`src/pkg/lpe_pkg.sv`:
```
// Shared constants for the low-power entry controller and its driver
package lpe_pkg;
    // Result codes
    localparam logic [3:0] RESULT_OK = 4'h0;
    localparam logic [3:0] ERR_OSC_STOP = 4'h1;
    localparam logic [3:0] ERR_CLOCK_OVER_LIMIT = 4'h2;
    localparam logic [3:0] ERR_MAIN_CLOCK_TOO_FAST = 4'h3;
    localparam logic [3:0] ERR_BAD_RETURN_CLOCK = 4'h4;
    localparam logic [3:0] ERR_FLASH_BUSY = 4'h5;
    localparam logic [3:0] ERR_DEEP_SLEEP_COND = 4'h6;
    localparam logic [3:0] ERR_BAD_PARAM = 4'h7;
    localparam logic [3:0] ERR_ILLEGAL = 4'h8;
    // Low-power modes
    localparam logic [2:0] MODE_SLEEP = 3'h0;
    localparam logic [2:0] MODE_DEEP_SLEEP = 3'h1;
    localparam logic [2:0] MODE_ALL_STOP = 3'h2;
    localparam logic [2:0] MODE_SW_STANDBY = 3'h3;
    localparam logic [2:0] MODE_DEEP_SW_STANDBY = 3'h4;
    // Operating power levels, larger code is slower
    localparam logic [2:0] LVL_HIGH = 3'h0;
    localparam logic [2:0] POWER_LEVEL_MIDDLE = 3'h2;
    localparam logic [2:0] LVL_MIDDLE_2 = 3'h4;
    localparam logic [2:0] LVL_LOW = 3'h6;
    localparam logic [2:0] LVL_LOW_2 = 3'h7;
    // Sleep return clocks
    localparam logic [1:0] RCLK_SLOW_OSC = 2'h0;
    localparam logic [1:0] RCLK_FAST_ONCHIP_OSC = 2'h1;
    localparam logic [1:0] RCLK_MAIN = 2'h2;
    // System clock sources
    localparam logic [2:0] SCLK_SLOW_OSC = 3'h0;
    localparam logic [2:0] SCLK_FAST_ONCHIP_OSC = 3'h1;
    localparam logic [2:0] SCLK_MAIN = 3'h2;
    localparam logic [2:0] SCLK_SUB = 3'h3;
    localparam logic [2:0] SCLK_PLL = 3'h4;
    // Reset values
    localparam logic [2:0] RST_LEVEL = LVL_HIGH;
    localparam logic [2:0] RST_MODE = MODE_SLEEP;
    localparam logic [3:0] RST_CLK_CLASS = 4'h0;
    localparam int WAKE_SRC_W = 3;
    // Driver register map
    localparam int ADDR_W = 4;
    localparam logic [3:0] OFF_CTRL = 4'h0;
    localparam logic [3:0] OFF_STATUS = 4'h4;
    localparam logic [3:0] OFF_CLOCK = 4'h8;
    localparam logic [1:0] RESP_OKAY = 2'h0;
    localparam logic [1:0] RESP_SLVERR = 2'h2;
    // Control word fields
    localparam int CT_OP_LSB = 0;
    localparam int CT_ARG_LSB = 4;
    localparam int CT_HOOK_BIT = 7;
    localparam int CT_WAKE_LSB = 8;
    localparam int CT_CLK_LSB = 12;
    localparam logic [1:0] OP_SELECT = 2'h1;
    localparam logic [1:0] OP_PERF = 2'h2;
    localparam logic [1:0] OP_ENTER = 2'h3;
    // Status word fields
    localparam int ST_BUSY_BIT = 0;
    localparam int ST_CODE_LSB = 4;
    localparam int ST_LP_BIT = 8;
    localparam int ST_IRQ_BIT = 9;
    localparam int ST_LVL_LSB = 12;
endpackage

```
`src/pkg/lpe_link_if.sv`:
```
// Link between the halting core driver and the low-power controller
`timescale 1ns/1ns
interface lpe_link_if;
    logic sel_vld;
    logic [2:0] sel_mode;
    logic lvl_vld;
    logic [2:0] lvl;
    logic int_off;
    logic wake_vld;
    logic [2:0] wake_src;
    logic halt;
    logic rsp_vld;
    logic [3:0] rsp_code;
    logic wr_ack;
    logic lp_active;
    logic irq_en;
    logic [2:0] cur_lvl;
    modport dev (
        input sel_vld, sel_mode, lvl_vld, lvl, int_off, wake_vld,
        input wake_src, halt,
        output rsp_vld, rsp_code, wr_ack, lp_active, irq_en, cur_lvl
    );
    modport ctl (
        output sel_vld, sel_mode, lvl_vld, lvl, int_off, wake_vld,
        output wake_src, halt,
        input rsp_vld, rsp_code, wr_ack, lp_active, irq_en, cur_lvl
    );
endinterface

```
`src/core/lpe_dev.sv`:
```
// Low-power entry and power-level controller
`timescale 1ns/1ns
//
// Contract
// - Raise power level before raising clocks
// - Lower clocks before lowering power level
// - Selected mode applies only on halt
// - Selecting a mode only stores it
// - In low power the core is halted
// - Disable irqs, set wake, confirm write, halt
// - Accepted halt re-enables interrupts internally
// - Optional hook sets wake source, null skips
// - Small part sleep switching needs sub-clock
// - Large part switching needs main or sub
// - Middle return forbids fast oscillator return
// - Middle return on main needs middle clocks
// - Large part fast oscillator return needs power
// - All-stop needs module stop conditions met
// - All-stop refused during flash program/erase
// - Deep sleep needs transfer controllers stopped
// - Deep sleep refused during flash program/erase
// - Standby refused with oscillation-stop detect
// - Other failures illegal, success reports ok
// - Level change refused if clocks too fast
// - Level change refused during flash activity
// - Small part low level needs sub-clock
module lpe_dev #(
    parameter bit LARGE = 1'b0,
    parameter int WAKE_W = 8
) (
    input logic aclk,
    input logic aresetn,
    lpe_link_if.dev link,
    input logic rc_sw_en,
    input logic [2:0] sys_clk,
    input logic [1:0] ret_clk,
    input logic ret_mid,
    input logic clk_over_mid,
    input logic [2:0] clk_min_level,
    input logic fast_onchip_oscillator_on,
    input logic module_stop_ctrl_a_ok,
    input logic transfer_ctrl_stop_bit,
    input logic flash_pe,
    input logic osc_det_en,
    input logic [WAKE_W-1:0] wake_evt,
    output logic core_halt,
    output logic [2:0] lp_mode,
    output logic [2:0] op_level
);
    typedef enum logic {
        S_RUN,
        S_LOW
    } lpe_dev_st_t;

    generate
        if (WAKE_W < 1 || WAKE_W > (1 << lpe_pkg::WAKE_SRC_W))
        begin : g_bad_w
            $error("WAKE_W out of range");
        end
    endgenerate

    lpe_dev_st_t st_r;
    logic [2:0] mode_r;
    logic [2:0] lvl_r;
    logic [2:0] wake_src_r;
    logic irq_en_r;
    logic rsp_vld_r;
    logic [3:0] rsp_code_r;
    logic wr_ack_r;
    logic core_halt_r;
    logic [2:0] lp_mode_r;
    logic [WAKE_W-1:0] wk_s1_r;
    logic [WAKE_W-1:0] wk_s2_r;
    logic [3:0] ent_code;
    logic [3:0] lvl_code;
    logic wake_hit;

    function automatic logic lvl_valid(input logic [2:0] l);
        if (LARGE)
        begin
            lvl_valid = (l == lpe_pkg::LVL_HIGH) ||
                        (l == lpe_pkg::LVL_LOW) ||
                        (l == lpe_pkg::LVL_LOW_2);
        end
        else
        begin
            lvl_valid = (l == lpe_pkg::LVL_HIGH) ||
                        (l == lpe_pkg::POWER_LEVEL_MIDDLE) ||
                        (l == lpe_pkg::LVL_MIDDLE_2) ||
                        (l == lpe_pkg::LVL_LOW);
        end
    endfunction

    // Wake events arrive from pins
    always_ff @(posedge aclk)
    begin
        if (!aresetn)
        begin
            wk_s1_r <= '0;
            wk_s2_r <= '0;
        end
        else
        begin
            wk_s1_r <= wake_evt;
            wk_s2_r <= wk_s1_r;
        end
    end

    always_comb
    begin
        wake_hit = 1'b0;
        for (int i = 0; i < WAKE_W; i++)
        begin
            if (wk_s2_r[i] && wake_src_r == 3'(i))
            begin
                wake_hit = 1'b1;
            end
        end
    end

    // Entry preconditions, first failure wins
    always_comb
    begin
        ent_code = lpe_pkg::RESULT_OK;
        case (mode_r)
            lpe_pkg::MODE_SLEEP:
            begin
                if (rc_sw_en && !LARGE)
                begin
                    if (sys_clk != lpe_pkg::SCLK_SUB)
                        ent_code = lpe_pkg::ERR_BAD_RETURN_CLOCK;
                    else if (ret_mid &&
                             ret_clk == lpe_pkg::RCLK_FAST_ONCHIP_OSC)
                        ent_code = lpe_pkg::ERR_BAD_RETURN_CLOCK;
                    else if (ret_mid && ret_clk == lpe_pkg::RCLK_MAIN &&
                             clk_over_mid)
                        ent_code = lpe_pkg::ERR_MAIN_CLOCK_TOO_FAST;
                end
                else if (rc_sw_en)
                begin
                    if (sys_clk != lpe_pkg::SCLK_MAIN &&
                        sys_clk != lpe_pkg::SCLK_SUB)
                        ent_code = lpe_pkg::ERR_BAD_RETURN_CLOCK;
                    else if (ret_clk == lpe_pkg::RCLK_FAST_ONCHIP_OSC &&
                             !fast_onchip_oscillator_on)
                        ent_code = lpe_pkg::ERR_BAD_RETURN_CLOCK;
                end
            end
            lpe_pkg::MODE_DEEP_SLEEP:
            begin
                if (LARGE)
                    ent_code = lpe_pkg::ERR_ILLEGAL;
                else if (!transfer_ctrl_stop_bit)
                    ent_code = lpe_pkg::ERR_DEEP_SLEEP_COND;
                else if (flash_pe)
                    ent_code = lpe_pkg::ERR_ILLEGAL;
            end
            lpe_pkg::MODE_ALL_STOP:
            begin
                if (!LARGE)
                    ent_code = lpe_pkg::ERR_ILLEGAL;
                else if (!module_stop_ctrl_a_ok)
                    ent_code = lpe_pkg::ERR_ILLEGAL;
                else if (flash_pe)
                    ent_code = lpe_pkg::ERR_ILLEGAL;
            end
            lpe_pkg::MODE_SW_STANDBY:
            begin
                if (osc_det_en)
                    ent_code = lpe_pkg::ERR_OSC_STOP;
                else if (flash_pe)
                    ent_code = lpe_pkg::ERR_ILLEGAL;
            end
            lpe_pkg::MODE_DEEP_SW_STANDBY:
            begin
                if (!LARGE)
                    ent_code = lpe_pkg::ERR_ILLEGAL;
                else if (osc_det_en)
                    ent_code = lpe_pkg::ERR_OSC_STOP;
                else if (flash_pe)
                    ent_code = lpe_pkg::ERR_ILLEGAL;
            end
            default:
            begin
                ent_code = lpe_pkg::ERR_ILLEGAL;
            end
        endcase
    end

    // Power-level change checks
    always_comb
    begin
        lvl_code = lpe_pkg::RESULT_OK;
        if (flash_pe)
            lvl_code = lpe_pkg::ERR_FLASH_BUSY;
        else if (!lvl_valid(link.lvl))
            lvl_code = lpe_pkg::ERR_BAD_PARAM;
        else if (link.lvl > clk_min_level)
            lvl_code = lpe_pkg::ERR_CLOCK_OVER_LIMIT;
        else if (!LARGE && link.lvl == lpe_pkg::LVL_LOW &&
                 sys_clk != lpe_pkg::SCLK_SUB)
            lvl_code = lpe_pkg::ERR_CLOCK_OVER_LIMIT;
    end

    // Request handling and low-power state
    always_ff @(posedge aclk)
    begin
        if (!aresetn)
        begin
            st_r <= S_RUN;
            mode_r <= lpe_pkg::RST_MODE;
            lvl_r <= lpe_pkg::RST_LEVEL;
            irq_en_r <= 1'b1;
            rsp_vld_r <= 1'b0;
            rsp_code_r <= lpe_pkg::RESULT_OK;
            core_halt_r <= 1'b0;
            lp_mode_r <= lpe_pkg::RST_MODE;
        end
        else
        begin
            rsp_vld_r <= 1'b0;
            if (link.int_off)
                irq_en_r <= 1'b0;
            case (st_r)
                S_RUN:
                begin
                    if (link.halt)
                    begin
                        rsp_vld_r <= 1'b1;
                        rsp_code_r <= ent_code;
                        if (ent_code == lpe_pkg::RESULT_OK)
                        begin
                            st_r <= S_LOW;
                            core_halt_r <= 1'b1;
                            lp_mode_r <= mode_r;
                            irq_en_r <= 1'b1;
                        end
                    end
                    else if (link.lvl_vld)
                    begin
                        rsp_vld_r <= 1'b1;
                        rsp_code_r <= lvl_code;
                        if (lvl_code == lpe_pkg::RESULT_OK)
                            lvl_r <= link.lvl;
                    end
                    else if (link.sel_vld)
                    begin
                        mode_r <= link.sel_mode;
                        rsp_vld_r <= 1'b1;
                        rsp_code_r <= lpe_pkg::RESULT_OK;
                    end
                end
                S_LOW:
                begin
                    if (irq_en_r && wake_hit)
                    begin
                        st_r <= S_RUN;
                        core_halt_r <= 1'b0;
                    end
                end
                default:
                begin
                    st_r <= S_RUN;
                end
            endcase
        end
    end

    // Wake source setup and write confirmation
    always_ff @(posedge aclk)
    begin
        if (!aresetn)
        begin
            wake_src_r <= '0;
            wr_ack_r <= 1'b0;
        end
        else
        begin
            wr_ack_r <= link.wake_vld;
            if (link.wake_vld)
                wake_src_r <= link.wake_src;
        end
    end

    assign link.rsp_vld = rsp_vld_r;
    assign link.rsp_code = rsp_code_r;
    assign link.wr_ack = wr_ack_r;
    assign link.lp_active = core_halt_r;
    assign link.irq_en = irq_en_r;
    assign link.cur_lvl = lvl_r;
    assign core_halt = core_halt_r;
    assign lp_mode = lp_mode_r;
    assign op_level = lvl_r;
endmodule

```
`src/flat_wrapper.sv`:
```
// flat-port wrapper written by rule: the top's interface ports become plain ports
module lpe_dev_flat 
#(
    parameter bit LARGE = 1'b0,
    parameter int WAKE_W = 8
)
  (aclk, aresetn, rc_sw_en, sys_clk, ret_clk, ret_mid, clk_over_mid, clk_min_level, fast_onchip_oscillator_on, module_stop_ctrl_a_ok, transfer_ctrl_stop_bit, flash_pe, osc_det_en, wake_evt, core_halt, lp_mode, op_level, link_sel_vld, link_sel_mode, link_lvl_vld, link_lvl, link_int_off, link_wake_vld, link_wake_src, link_halt, link_rsp_vld, link_rsp_code, link_wr_ack, link_lp_active, link_irq_en, link_cur_lvl);
  lpe_link_if link_i ();
  input logic aclk;
  input logic aresetn;
  input logic rc_sw_en;
  input logic [2:0] sys_clk;
  input logic [1:0] ret_clk;
  input logic ret_mid;
  input logic clk_over_mid;
  input logic [2:0] clk_min_level;
  input logic fast_onchip_oscillator_on;
  input logic module_stop_ctrl_a_ok;
  input logic transfer_ctrl_stop_bit;
  input logic flash_pe;
  input logic osc_det_en;
  input logic [WAKE_W-1:0] wake_evt;
  output logic core_halt;
  output logic [2:0] lp_mode;
  output logic [2:0] op_level;
  input wire logic [$bits(link_i.sel_vld)-1:0] link_sel_vld;
  input wire logic [$bits(link_i.sel_mode)-1:0] link_sel_mode;
  input wire logic [$bits(link_i.lvl_vld)-1:0] link_lvl_vld;
  input wire logic [$bits(link_i.lvl)-1:0] link_lvl;
  input wire logic [$bits(link_i.int_off)-1:0] link_int_off;
  input wire logic [$bits(link_i.wake_vld)-1:0] link_wake_vld;
  input wire logic [$bits(link_i.wake_src)-1:0] link_wake_src;
  input wire logic [$bits(link_i.halt)-1:0] link_halt;
  output wire logic [$bits(link_i.rsp_vld)-1:0] link_rsp_vld;
  output wire logic [$bits(link_i.rsp_code)-1:0] link_rsp_code;
  output wire logic [$bits(link_i.wr_ack)-1:0] link_wr_ack;
  output wire logic [$bits(link_i.lp_active)-1:0] link_lp_active;
  output wire logic [$bits(link_i.irq_en)-1:0] link_irq_en;
  output wire logic [$bits(link_i.cur_lvl)-1:0] link_cur_lvl;
  assign link_i.sel_vld = link_sel_vld;
  assign link_i.sel_mode = link_sel_mode;
  assign link_i.lvl_vld = link_lvl_vld;
  assign link_i.lvl = link_lvl;
  assign link_i.int_off = link_int_off;
  assign link_i.wake_vld = link_wake_vld;
  assign link_i.wake_src = link_wake_src;
  assign link_i.halt = link_halt;
  assign link_rsp_vld = link_i.rsp_vld;
  assign link_rsp_code = link_i.rsp_code;
  assign link_wr_ack = link_i.wr_ack;
  assign link_lp_active = link_i.lp_active;
  assign link_irq_en = link_i.irq_en;
  assign link_cur_lvl = link_i.cur_lvl;
  lpe_dev #(.LARGE(LARGE), .WAKE_W(WAKE_W)) u_core (.aclk(aclk), .aresetn(aresetn), .link(link_i), .rc_sw_en(rc_sw_en), .sys_clk(sys_clk), .ret_clk(ret_clk), .ret_mid(ret_mid), .clk_over_mid(clk_over_mid), .clk_min_level(clk_min_level), .fast_onchip_oscillator_on(fast_onchip_oscillator_on), .module_stop_ctrl_a_ok(module_stop_ctrl_a_ok), .transfer_ctrl_stop_bit(transfer_ctrl_stop_bit), .flash_pe(flash_pe), .osc_det_en(osc_det_en), .wake_evt(wake_evt), .core_halt(core_halt), .lp_mode(lp_mode), .op_level(op_level));
endmodule
```
`config.mk`:
```
export PLATFORM = sky130hd
export DESIGN_NAME = lpe_dev_flat
export DESIGN_NICKNAME = d
export VERILOG_FILES = /design/src/pkg/lpe_pkg.sv /design/src/pkg/lpe_link_if.sv /design/src/core/lpe_dev.sv /design/src/flat_wrapper.sv
export SDC_FILE = /design/constraint.sdc
export NUM_CORES = 1
export LEC_CHECK = 0
export ABC_AREA = 1
export BUFFER_PORTS_ARGS = -buffer_cell sky130_fd_sc_hd__buf_2
export CAP_MARGIN = 10
export CORE_ASPECT_RATIO = 0.7
export CORE_MARGIN = 2
export CORE_UTILIZATION = 52
export CTS_CLUSTER_SIZE = 14
export DETAILED_ROUTE_END_ITERATION = 12
export GPL_TIMING_DRIVEN = 0
export PLACE_DENSITY = 0.89
export SLEW_MARGIN = 20
export SYNTH_ARGS = -nofsm -noshare
export SYNTH_HDL_FRONTEND = slang
export SYNTH_SLANG_ARGS = --single-unit
```
`constraint.sdc`:
```
create_clock -name aclk -period 1.93 [get_ports aclk]
set_input_delay 0.0965 -clock aclk [delete_from_list [all_inputs] [get_ports aclk]]
set_output_delay 0.0965 -clock aclk [all_outputs]
set_load 0.03 [all_outputs]
```
==> results by group, run 1 <==
Status
  – Status: finished clean

Power
  – Logic pwr share: 0.172
  – P_sw: 478.7 µW
  – PD cells: 861.5 mW/mm²
  – IR Drop Worst-Case VDD: 460.5 µV
  – Sequential share of power: 0.457
  – Clock network fraction of total power: 0.371
  – Pleak: 0.001188 µW
  – Total power: 1835 µW
  – Sw Ratio: 0.2609
  – Internal: 1356 µW

Drt
  – Antenna Nets Post-Route: 0
  – Via density: 4.689
  – Mean routed wirelength per cell: 10.77 µm
  – DRC viols: 0
  – Total routed wirelength: 3534 µm
  – DRT Pass-1 Iters: 4
  – Drt initial violations: 85
  – Vias: 1,538

Floorplan
  – Boundary Pins: 58
  – Die Width: 70.36 µm
  – Die H: 50.45 µm
  – Initial Utilization: 0.5599
  – Die footprint: 0.003549 mm²
  – Core outline area: 0.002863 mm²
  – Rows: 16

Critical path
  – Critical Path Source Type: flip-flop
  – CP arrival: 1.47 ns
  – CP required: 2.15 ns
  – R2R setup slack: 0.67 ns
  – Critical path fanouts, max: 5
  – CP Capture Type: flip-flop
  – Setup CP Type: reg2reg

GRT
  – Layer with the highest usage: met2
  – Initial antenna violation count: 0
  – Met1 Resource Use GR: 0.2859
  – GRT Overall Usage: 0.2268
  – Met3 Usage GRT: 0.06024
  – Met2 Use GR: 0.3648
  – Pin count of the biggest net entering global routing: 12
  – Number of global-route vias before repair: 1,463
  – Grt total ovfl: 0
  – First-pass GRT wire length: 6120 µm

Clocking
  – Post-CTS setup buffer count: 0
  – Clock slew at reported path FFs: 0.07 ns
  – Clk sinks: 37
  – PostCTS Resize Cnt: 0
  – Clk root buf: clkbuf_8
  – CTS buffer count: 5
  – Clock buffer depth: 2
  – Clk_lat worst skew: 0.29 ns
  – CTS tree: done
  – H-tree Lvls: 2

Min path
  – Worst Hold Class: in2reg

Finish
  – Final net count: 334
  – Area Growth Syn to Fin: 32.86%
  – Final instance area: 0.002130 mm²
  – ANT cells: 0
  – Number of fill cells: 219
  – Layout cells sized above 1: 0.2740

STA
  – F_max: 796.5 MHz
  – Setup tns final: 0 ns
  – Final hold vios: 0
  – Final WS setup: 0.6745 ns
  – Slew HR: 0.7250
  – Max-slew violations: 0
  – Worst slew pin tran: 0.4125 ns
  – Period utilization: 0.6505
  – Unrepaired setup endpoints after global routing: false
  – Final setup vio count: 0
  – Final min period: 1.255 ns
  – Final Skew: 0.006760 ns

Placed design
  – Placed Area: 0.001923 mm²
  – GPL Wtd Cong: 0.7882
  – Worst slack, placed: 0.6545 ns
  – PortBufs: 55
  – DPL Wire Length: 2622 µm

Logic synthesis
  – Post-synth EDFFs: 0
  – YS warnings: 0
  – Yosys top cell by area: dfxtp_1
  – Synth top area share: 0.4621
  – Top-count cell post-synth: nand2_1
  – Seq/Total Area, Yosys: 0.4621
  – Synthesized area: 0.001603 mm²
  – Prevailing post-synth register cell: dfxtp_1
  – Async SR Flop Fraction: 0
  – Flops & latches, synth: 37
  – Syn_area_per_cell: 7.285 µm²
  – Largest cells by area after synthesis: dfxtp_1 (46%), nand2_1 (13%), inv_1 (8.7%)
  – Syn Nets: 263
  – Post-synthesis cell type count: 24
  – Top post-synthesis cells by count: nand2_1 (57), dfxtp_1 (37), inv_1 (37)
  – Post-Syn Instances: 220

Flow run
  – Max Cap Viol: 0
## through the flow
stage / std cells / hold slack [ns] / util
floorplan: 220 / 0.1900 / -
global placement: 311 / 0.2760 / 0.6718
detailed placement: 311 / 0.2801 / 0.6718
CTS: 328 / 0.0009231 / 0.7439
global route: 328 / 0.01916 / 0.7439
finish: 328 / 0.003570 / 0.7439
## registers in the layout, indices dropped and copies added, names as in the netlist, 3 cells and up
register              flops
u_core.wk_s2_r            8
u_core.wk_s1_r            8
u_core.mode_r             3
u_core.link.rsp_code      4
u_core.lp_mode            3
u_core.link.cur_lvl       3
u_core.wake_src_r         3
## critical path: stages (launching register included)
cell and delay (ns):
dfxtp_1 0.43, inv_1 0.14, nand2_1 0.08, nand3_1 0.08
nand2_1 0.08, nand2_1 0.07, nand3_1 0.10, nand2_1 0.06
a21oi_1 0.15
## power by group through the flow
| stage | Clock, µW | Sequential, µW | Combinational (µW) |
|---|---|---|---|
| global placement | 0 | 853 | 289 |
| finish | 680 | 839 | 315 |
| floorplan | 0 | 892 | 160 |
| CTS | 685 | 838 | 314 |
| global route | 724 | 844 | 351 |
| detailed placement | 0 | 856 | 297 |
## worst paths after layout
check        depth (start not counted)            startpoint                 end
min reg2reg                          2     u_core.wk_s1_r[6]   u_core.wk_s2_r[6]
min                                  3         link_wake_vld  u_core.link.wr_ack
max reg2reg                          8  u_core.wake_src_r[0]         u_core.st_r
max                                  8  u_core.wake_src_r[0]         u_core.st_r
## final cells by class
type,instances,area [µm²],area share
timing repair buffer,64,365.4,0.1716
clock buffer,7,86.33,0.04054
sequential,37,740.7,0.3478
buffer,7,52.55,0.02468
multi-input combinational,137,663.1,0.3114
inverter,39,146.4,0.06874
clock inverter,1,30.03,0.01410
tap,36,45.04,0.02115
## repair_timing
item | in CTS | in global routing
hold endpoints to repair | 9 | 0
endpoints found under the setup margin | 0 | 0
hold buffers | 9 | 0
## logic make-up after synthesis
| logic type | synth area share |
|---|---|
| and+or+nand+nor | 0.2849 |
| buffers and inverters | 0.1241 |
| DFF | 0.4621 |
| adders and majority gates | 0.02342 |
| AOI/OAI and AO/OA | 0.1054 |
## metal layers
metal | vias to the layer above | part of all wire
li1 | 820 | -
met1 | 670 | 0.47
met2 | 41 | 0.45
met3 | 7 | 0.054
met4 | 0 | 0.017
met5 | - | 0
## layout by cell type (no fill, tap or decap), types with 2 or more instances in the layout
master / n
nand2_4: 2
clkbuf_8: 6
dlygate4sd3_1: 9
nor2_2: 3
ha_1: 3
nand4_1: 3
inv_1: 37
a21oi_1: 18
o21ai_0: 12
dfxtp_1: 37
buf_4: 5
clkbuf_1: 2
nand3_1: 12
nor2_1: 18
nand2_2: 2
nand2_1: 57
buf_2: 55
(Power assumes the default switching activity.)
==> run 2: changes to the inputs <==
--- a/config.mk
+++ b/config.mk
@@ -5,16 +5,16 @@
 export SDC_FILE = /design/constraint.sdc
 export NUM_CORES = 1
 export LEC_CHECK = 0
-export ABC_AREA = 1
+export ABC_AREA = 0
 export BUFFER_PORTS_ARGS = -buffer_cell sky130_fd_sc_hd__buf_2
 export CAP_MARGIN = 10
 export CORE_ASPECT_RATIO = 0.7
 export CORE_MARGIN = 2
-export CORE_UTILIZATION = 52
+export CORE_UTILIZATION = 43
 export CTS_CLUSTER_SIZE = 14
 export DETAILED_ROUTE_END_ITERATION = 12
 export GPL_TIMING_DRIVEN = 0
-export PLACE_DENSITY = 0.89
+export PLACE_DENSITY = 0.8
 export SLEW_MARGIN = 20
 export SYNTH_ARGS = -nofsm -noshare
 export SYNTH_HDL_FRONTEND = slang
==> constraint.sdc (replaced) <==
create_clock -name aclk -period 1.11 [get_ports aclk]
set_input_delay 0.0555 -clock aclk [delete_from_list [all_inputs] [get_ports aclk]]
set_output_delay 0.0555 -clock aclk [all_outputs]
set_load 0.03 [all_outputs]
==> run 2 against run 1 <==
Effect of this change: global-route usage down 4.7 points; the run now ends with setup timing left; highest routed layer unchanged; via count down 14%; setup slack worse by 1.3 ns; synthesized cell count decreased by 30%; sequential power rose by 72%.
==> results by group, run 2 <==
Critical path
  – Critical path fanouts, max: 6 (+1)
  – CP arrival: 1.91 ns (+0.44 ns)
  – Critical Path Source Type: flip-flop
  – Setup CP Type: reg2reg
  – CP Capture Type: flip-flop
  – CP required: 1.29 ns (-0.86 ns)

Floorplan
  – Die footprint: 0.004087 mm² (+15%)
  – Rows: 18 (+2)
  – Die H: 54.10 µm (+7.2%)
  – Boundary Pins: 58 (unchanged)
  – Core outline area: 0.003468 mm² (+21%)
  – Initial Utilization: 0.4444 (-0.1154)
  – Die Width: 75.56 µm (+7.4%)

Logic synthesis
  – Post-synthesis cell type count: 39 (+63%)
  – Top-count cell post-synth: dfxtp_1
  – Synthesized area: 0.001541 mm² (-3.8%)
  – Post-Syn Instances: 155 (-30%)
  – Syn_area_per_cell: 9.945 µm² (+37%)
  – Async SR Flop Fraction: 0 (unchanged)
  – Top post-synthesis cells by count: dfxtp_1 (37), and2_1 (18), nand2_1 (11)
  – Prevailing post-synth register cell: dfxtp_1
  – Post-synth EDFFs: 0 (unchanged)
  – Syn Nets: 198 (-25%)
  – Seq/Total Area, Yosys: 0.4805 (+0.01838)
  – YS warnings: 0 (unchanged)
  – Yosys top cell by area: dfxtp_1
  – Flops & latches, synth: 37 (unchanged)
  – Synth top area share: 0.4805 (+0.01838)
  – Largest cells by area after synthesis: dfxtp_1 (48%), and2_1 (7.3%), mux2i_1 (6.5%)

STA
  – Final min period: 1.726 ns (+0.4709 ns)
  – Final setup vio count: 9 (+9)
  – Slew HR: 0.6596 (-0.06536)
  – Unrepaired setup endpoints after global routing: true
  – Final Skew: 0.009956 ns (+0.003196 ns)
  – F_max: 579.2 MHz (-27%)
  – Worst slew pin tran: 0.5083 ns (+0.09580 ns)
  – Final hold vios: 0 (unchanged)
  – Max-slew violations: 0 (unchanged)
  – Worst Hold Slack: 0.02246 ns (+0.01889 ns)
  – Period utilization: 1.555 (+0.9048)
  – Final WS setup: -0.6164 ns (-1.291 ns)

Placed design
  – DPL Wire Length: 2460 µm (-6.2%)
  – PortBufs: 55 (unchanged)
  – GPL Wtd Cong: 0.8254 (+4.7%)
  – Worst slack, placed: -0.6708 ns (-1.325 ns)

Clocking
  – Clock slew at reported path FFs: 0.08 ns (about the same)
  – Clk_lat worst skew: 0.29 ns (about the same)
  – Clk sinks: 37 (unchanged)
  – H-tree Lvls: 2 (unchanged)
  – CTS tree: done
  – Clk root buf: clkbuf_8
  – Clock buffer depth: 2 (unchanged)
  – CTS buffer count: 5 (unchanged)

Power
  – PD cells: 1389 mW/mm² (+61%)
  – Pleak: 0.001007 µW (-15%)
  – IR Drop Worst-Case VDD: 925.5 µV (+100%)
  – Total power: 3157 µW (+72%)

Drt
  – Via density: 4.739 (+1.1%)
  – Drt initial violations: 40 (-53%)
  – Mean routed wirelength per cell: 12.42 µm (+15%)
  – Total routed wirelength: 3478 µm (-1.6%)
  – Vias: 1,327 (-14%)
  – DRT Pass-1 Iters: 4 (unchanged)
  – Antenna Nets Post-Route: 0 (unchanged)
  – DRC viols: 0 (unchanged)

Finish
  – Number of fill cells: 288 (+32%)
  – Layout cells sized above 1: 0.4478 (+0.1739)
  – Final net count: 272 (-19%)
  – Commonest non-fill, non-tap cell in the layout: buf_2
  – Post-layout util: 0.6555 (-0.08840)
  – Commonest non-fill, non-tap cells in the layout: buf_2 (51), dfxtp_1 (33), and2_1 (18)
  – ANT cells: 0 (unchanged)
  – Area Growth Syn to Fin: 47.48%

GRT
  – Number of global-route vias before repair: 1,152 (-21%)
  – GRT Overall Usage: 0.1799 (-0.04698)
  – Initial antenna violation count: 0 (unchanged)
  – First-pass GRT wire length: 5361 µm (-12%)
  – Pin count of the biggest net entering global routing: 13 (+1)
  – Grt total ovfl: 0 (unchanged)

Flow run
  – Max Cap Viol: 0 (unchanged)

Min path
  – Worst Hold Class: in2reg

Status
  – Violated checks: setup timing
  – Status: complete, but fails checks
run 2: worst paths after layout:
path,slack (ns),end,startpoint,cells past startpoint
setup reg to reg,-0.62,u_core.core_halt,u_core.mode_r[1],5
setup / recovery,-0.62,u_core.core_halt,u_core.mode_r[1],5
hold / removal,0.02,u_core.link.cur_lvl[1],link_lvl[1],3
hold reg to reg,0.43,u_core.wk_s2_r[3],u_core.wk_s1_r[3],1
run 2: per-layer routing:
metal	wire length (µm)	global-route usage	vias to the layer above
met5	0	0	-
met4	40	0.06140	0
met3	156	0.05243	5
met2	1675	0.2928	34
met1	1606	0.2297	609
li1	-	-	679
run 2: metrics by stage:
| step | setup TNS [ns] | cells | instance area, µm² |
|---|---|---|---|
| after floorplan | -4.108 | 155 | 1624 |
| after global placement | -6.071 | 260 | 1962 |
| after detailed placement | -6.224 | 260 | 1962 |
| after CTS | -5.013 | 279 | 2232 |
| after global routing | -5.599 | 280 | 2273 |
| final | -4.851 | 280 | 2273 |
run 2: area by class of cell:
| type | instances | area [µm²] | share of cell area |
|---|---|---|---|
| multi-input combinational | 100 | 828.3 | 0.3643 |
| sequential | 37 | 748.2 | 0.3291 |
| timing repair buffer | 69 | 426.7 | 0.1877 |
| clock buffer | 6 | 82.58 | 0.03632 |
| tap | 50 | 62.56 | 0.02752 |
| buffer | 8 | 45.04 | 0.01981 |
| inverter | 8 | 42.54 | 0.01871 |
| clock inverter | 2 | 37.54 | 0.01651 |
run 2: worst max-delay path: stages (launching register included):
cell,delay [ns]
dfxtp_4,0.36
or4b_4,0.55
nor3_4,0.17
a41oi_2,0.07
and4b_2,0.31
o21a_1,0.18
run 2: logic make-up after synthesis:
family,after synthesis,share of synthesized area
adders and majority gates,3,0.02435
buffers and inverters,18,0.05844
AOI/OAI and AO/OA,23,0.1112
muxes,12,0.08685
and+or+nand+nor,62,0.2386
DFF,37,0.4805
run 2: power by group:
group / switching, µW / total [µW] / internal (µW)
Combinational: 260 / 518 / 259
Sequential: 44.7 / 1440 / 1400
Clock: 468 / 1200 / 730
run 2: what timing repair did:
item,CTS,global route
endpoints found under the hold margin,7,0
endpoints found under the setup margin,15,16
gates resized for setup,14,11
hold buffers,7,0
buffers inserted,5,2
pin swaps,6,4
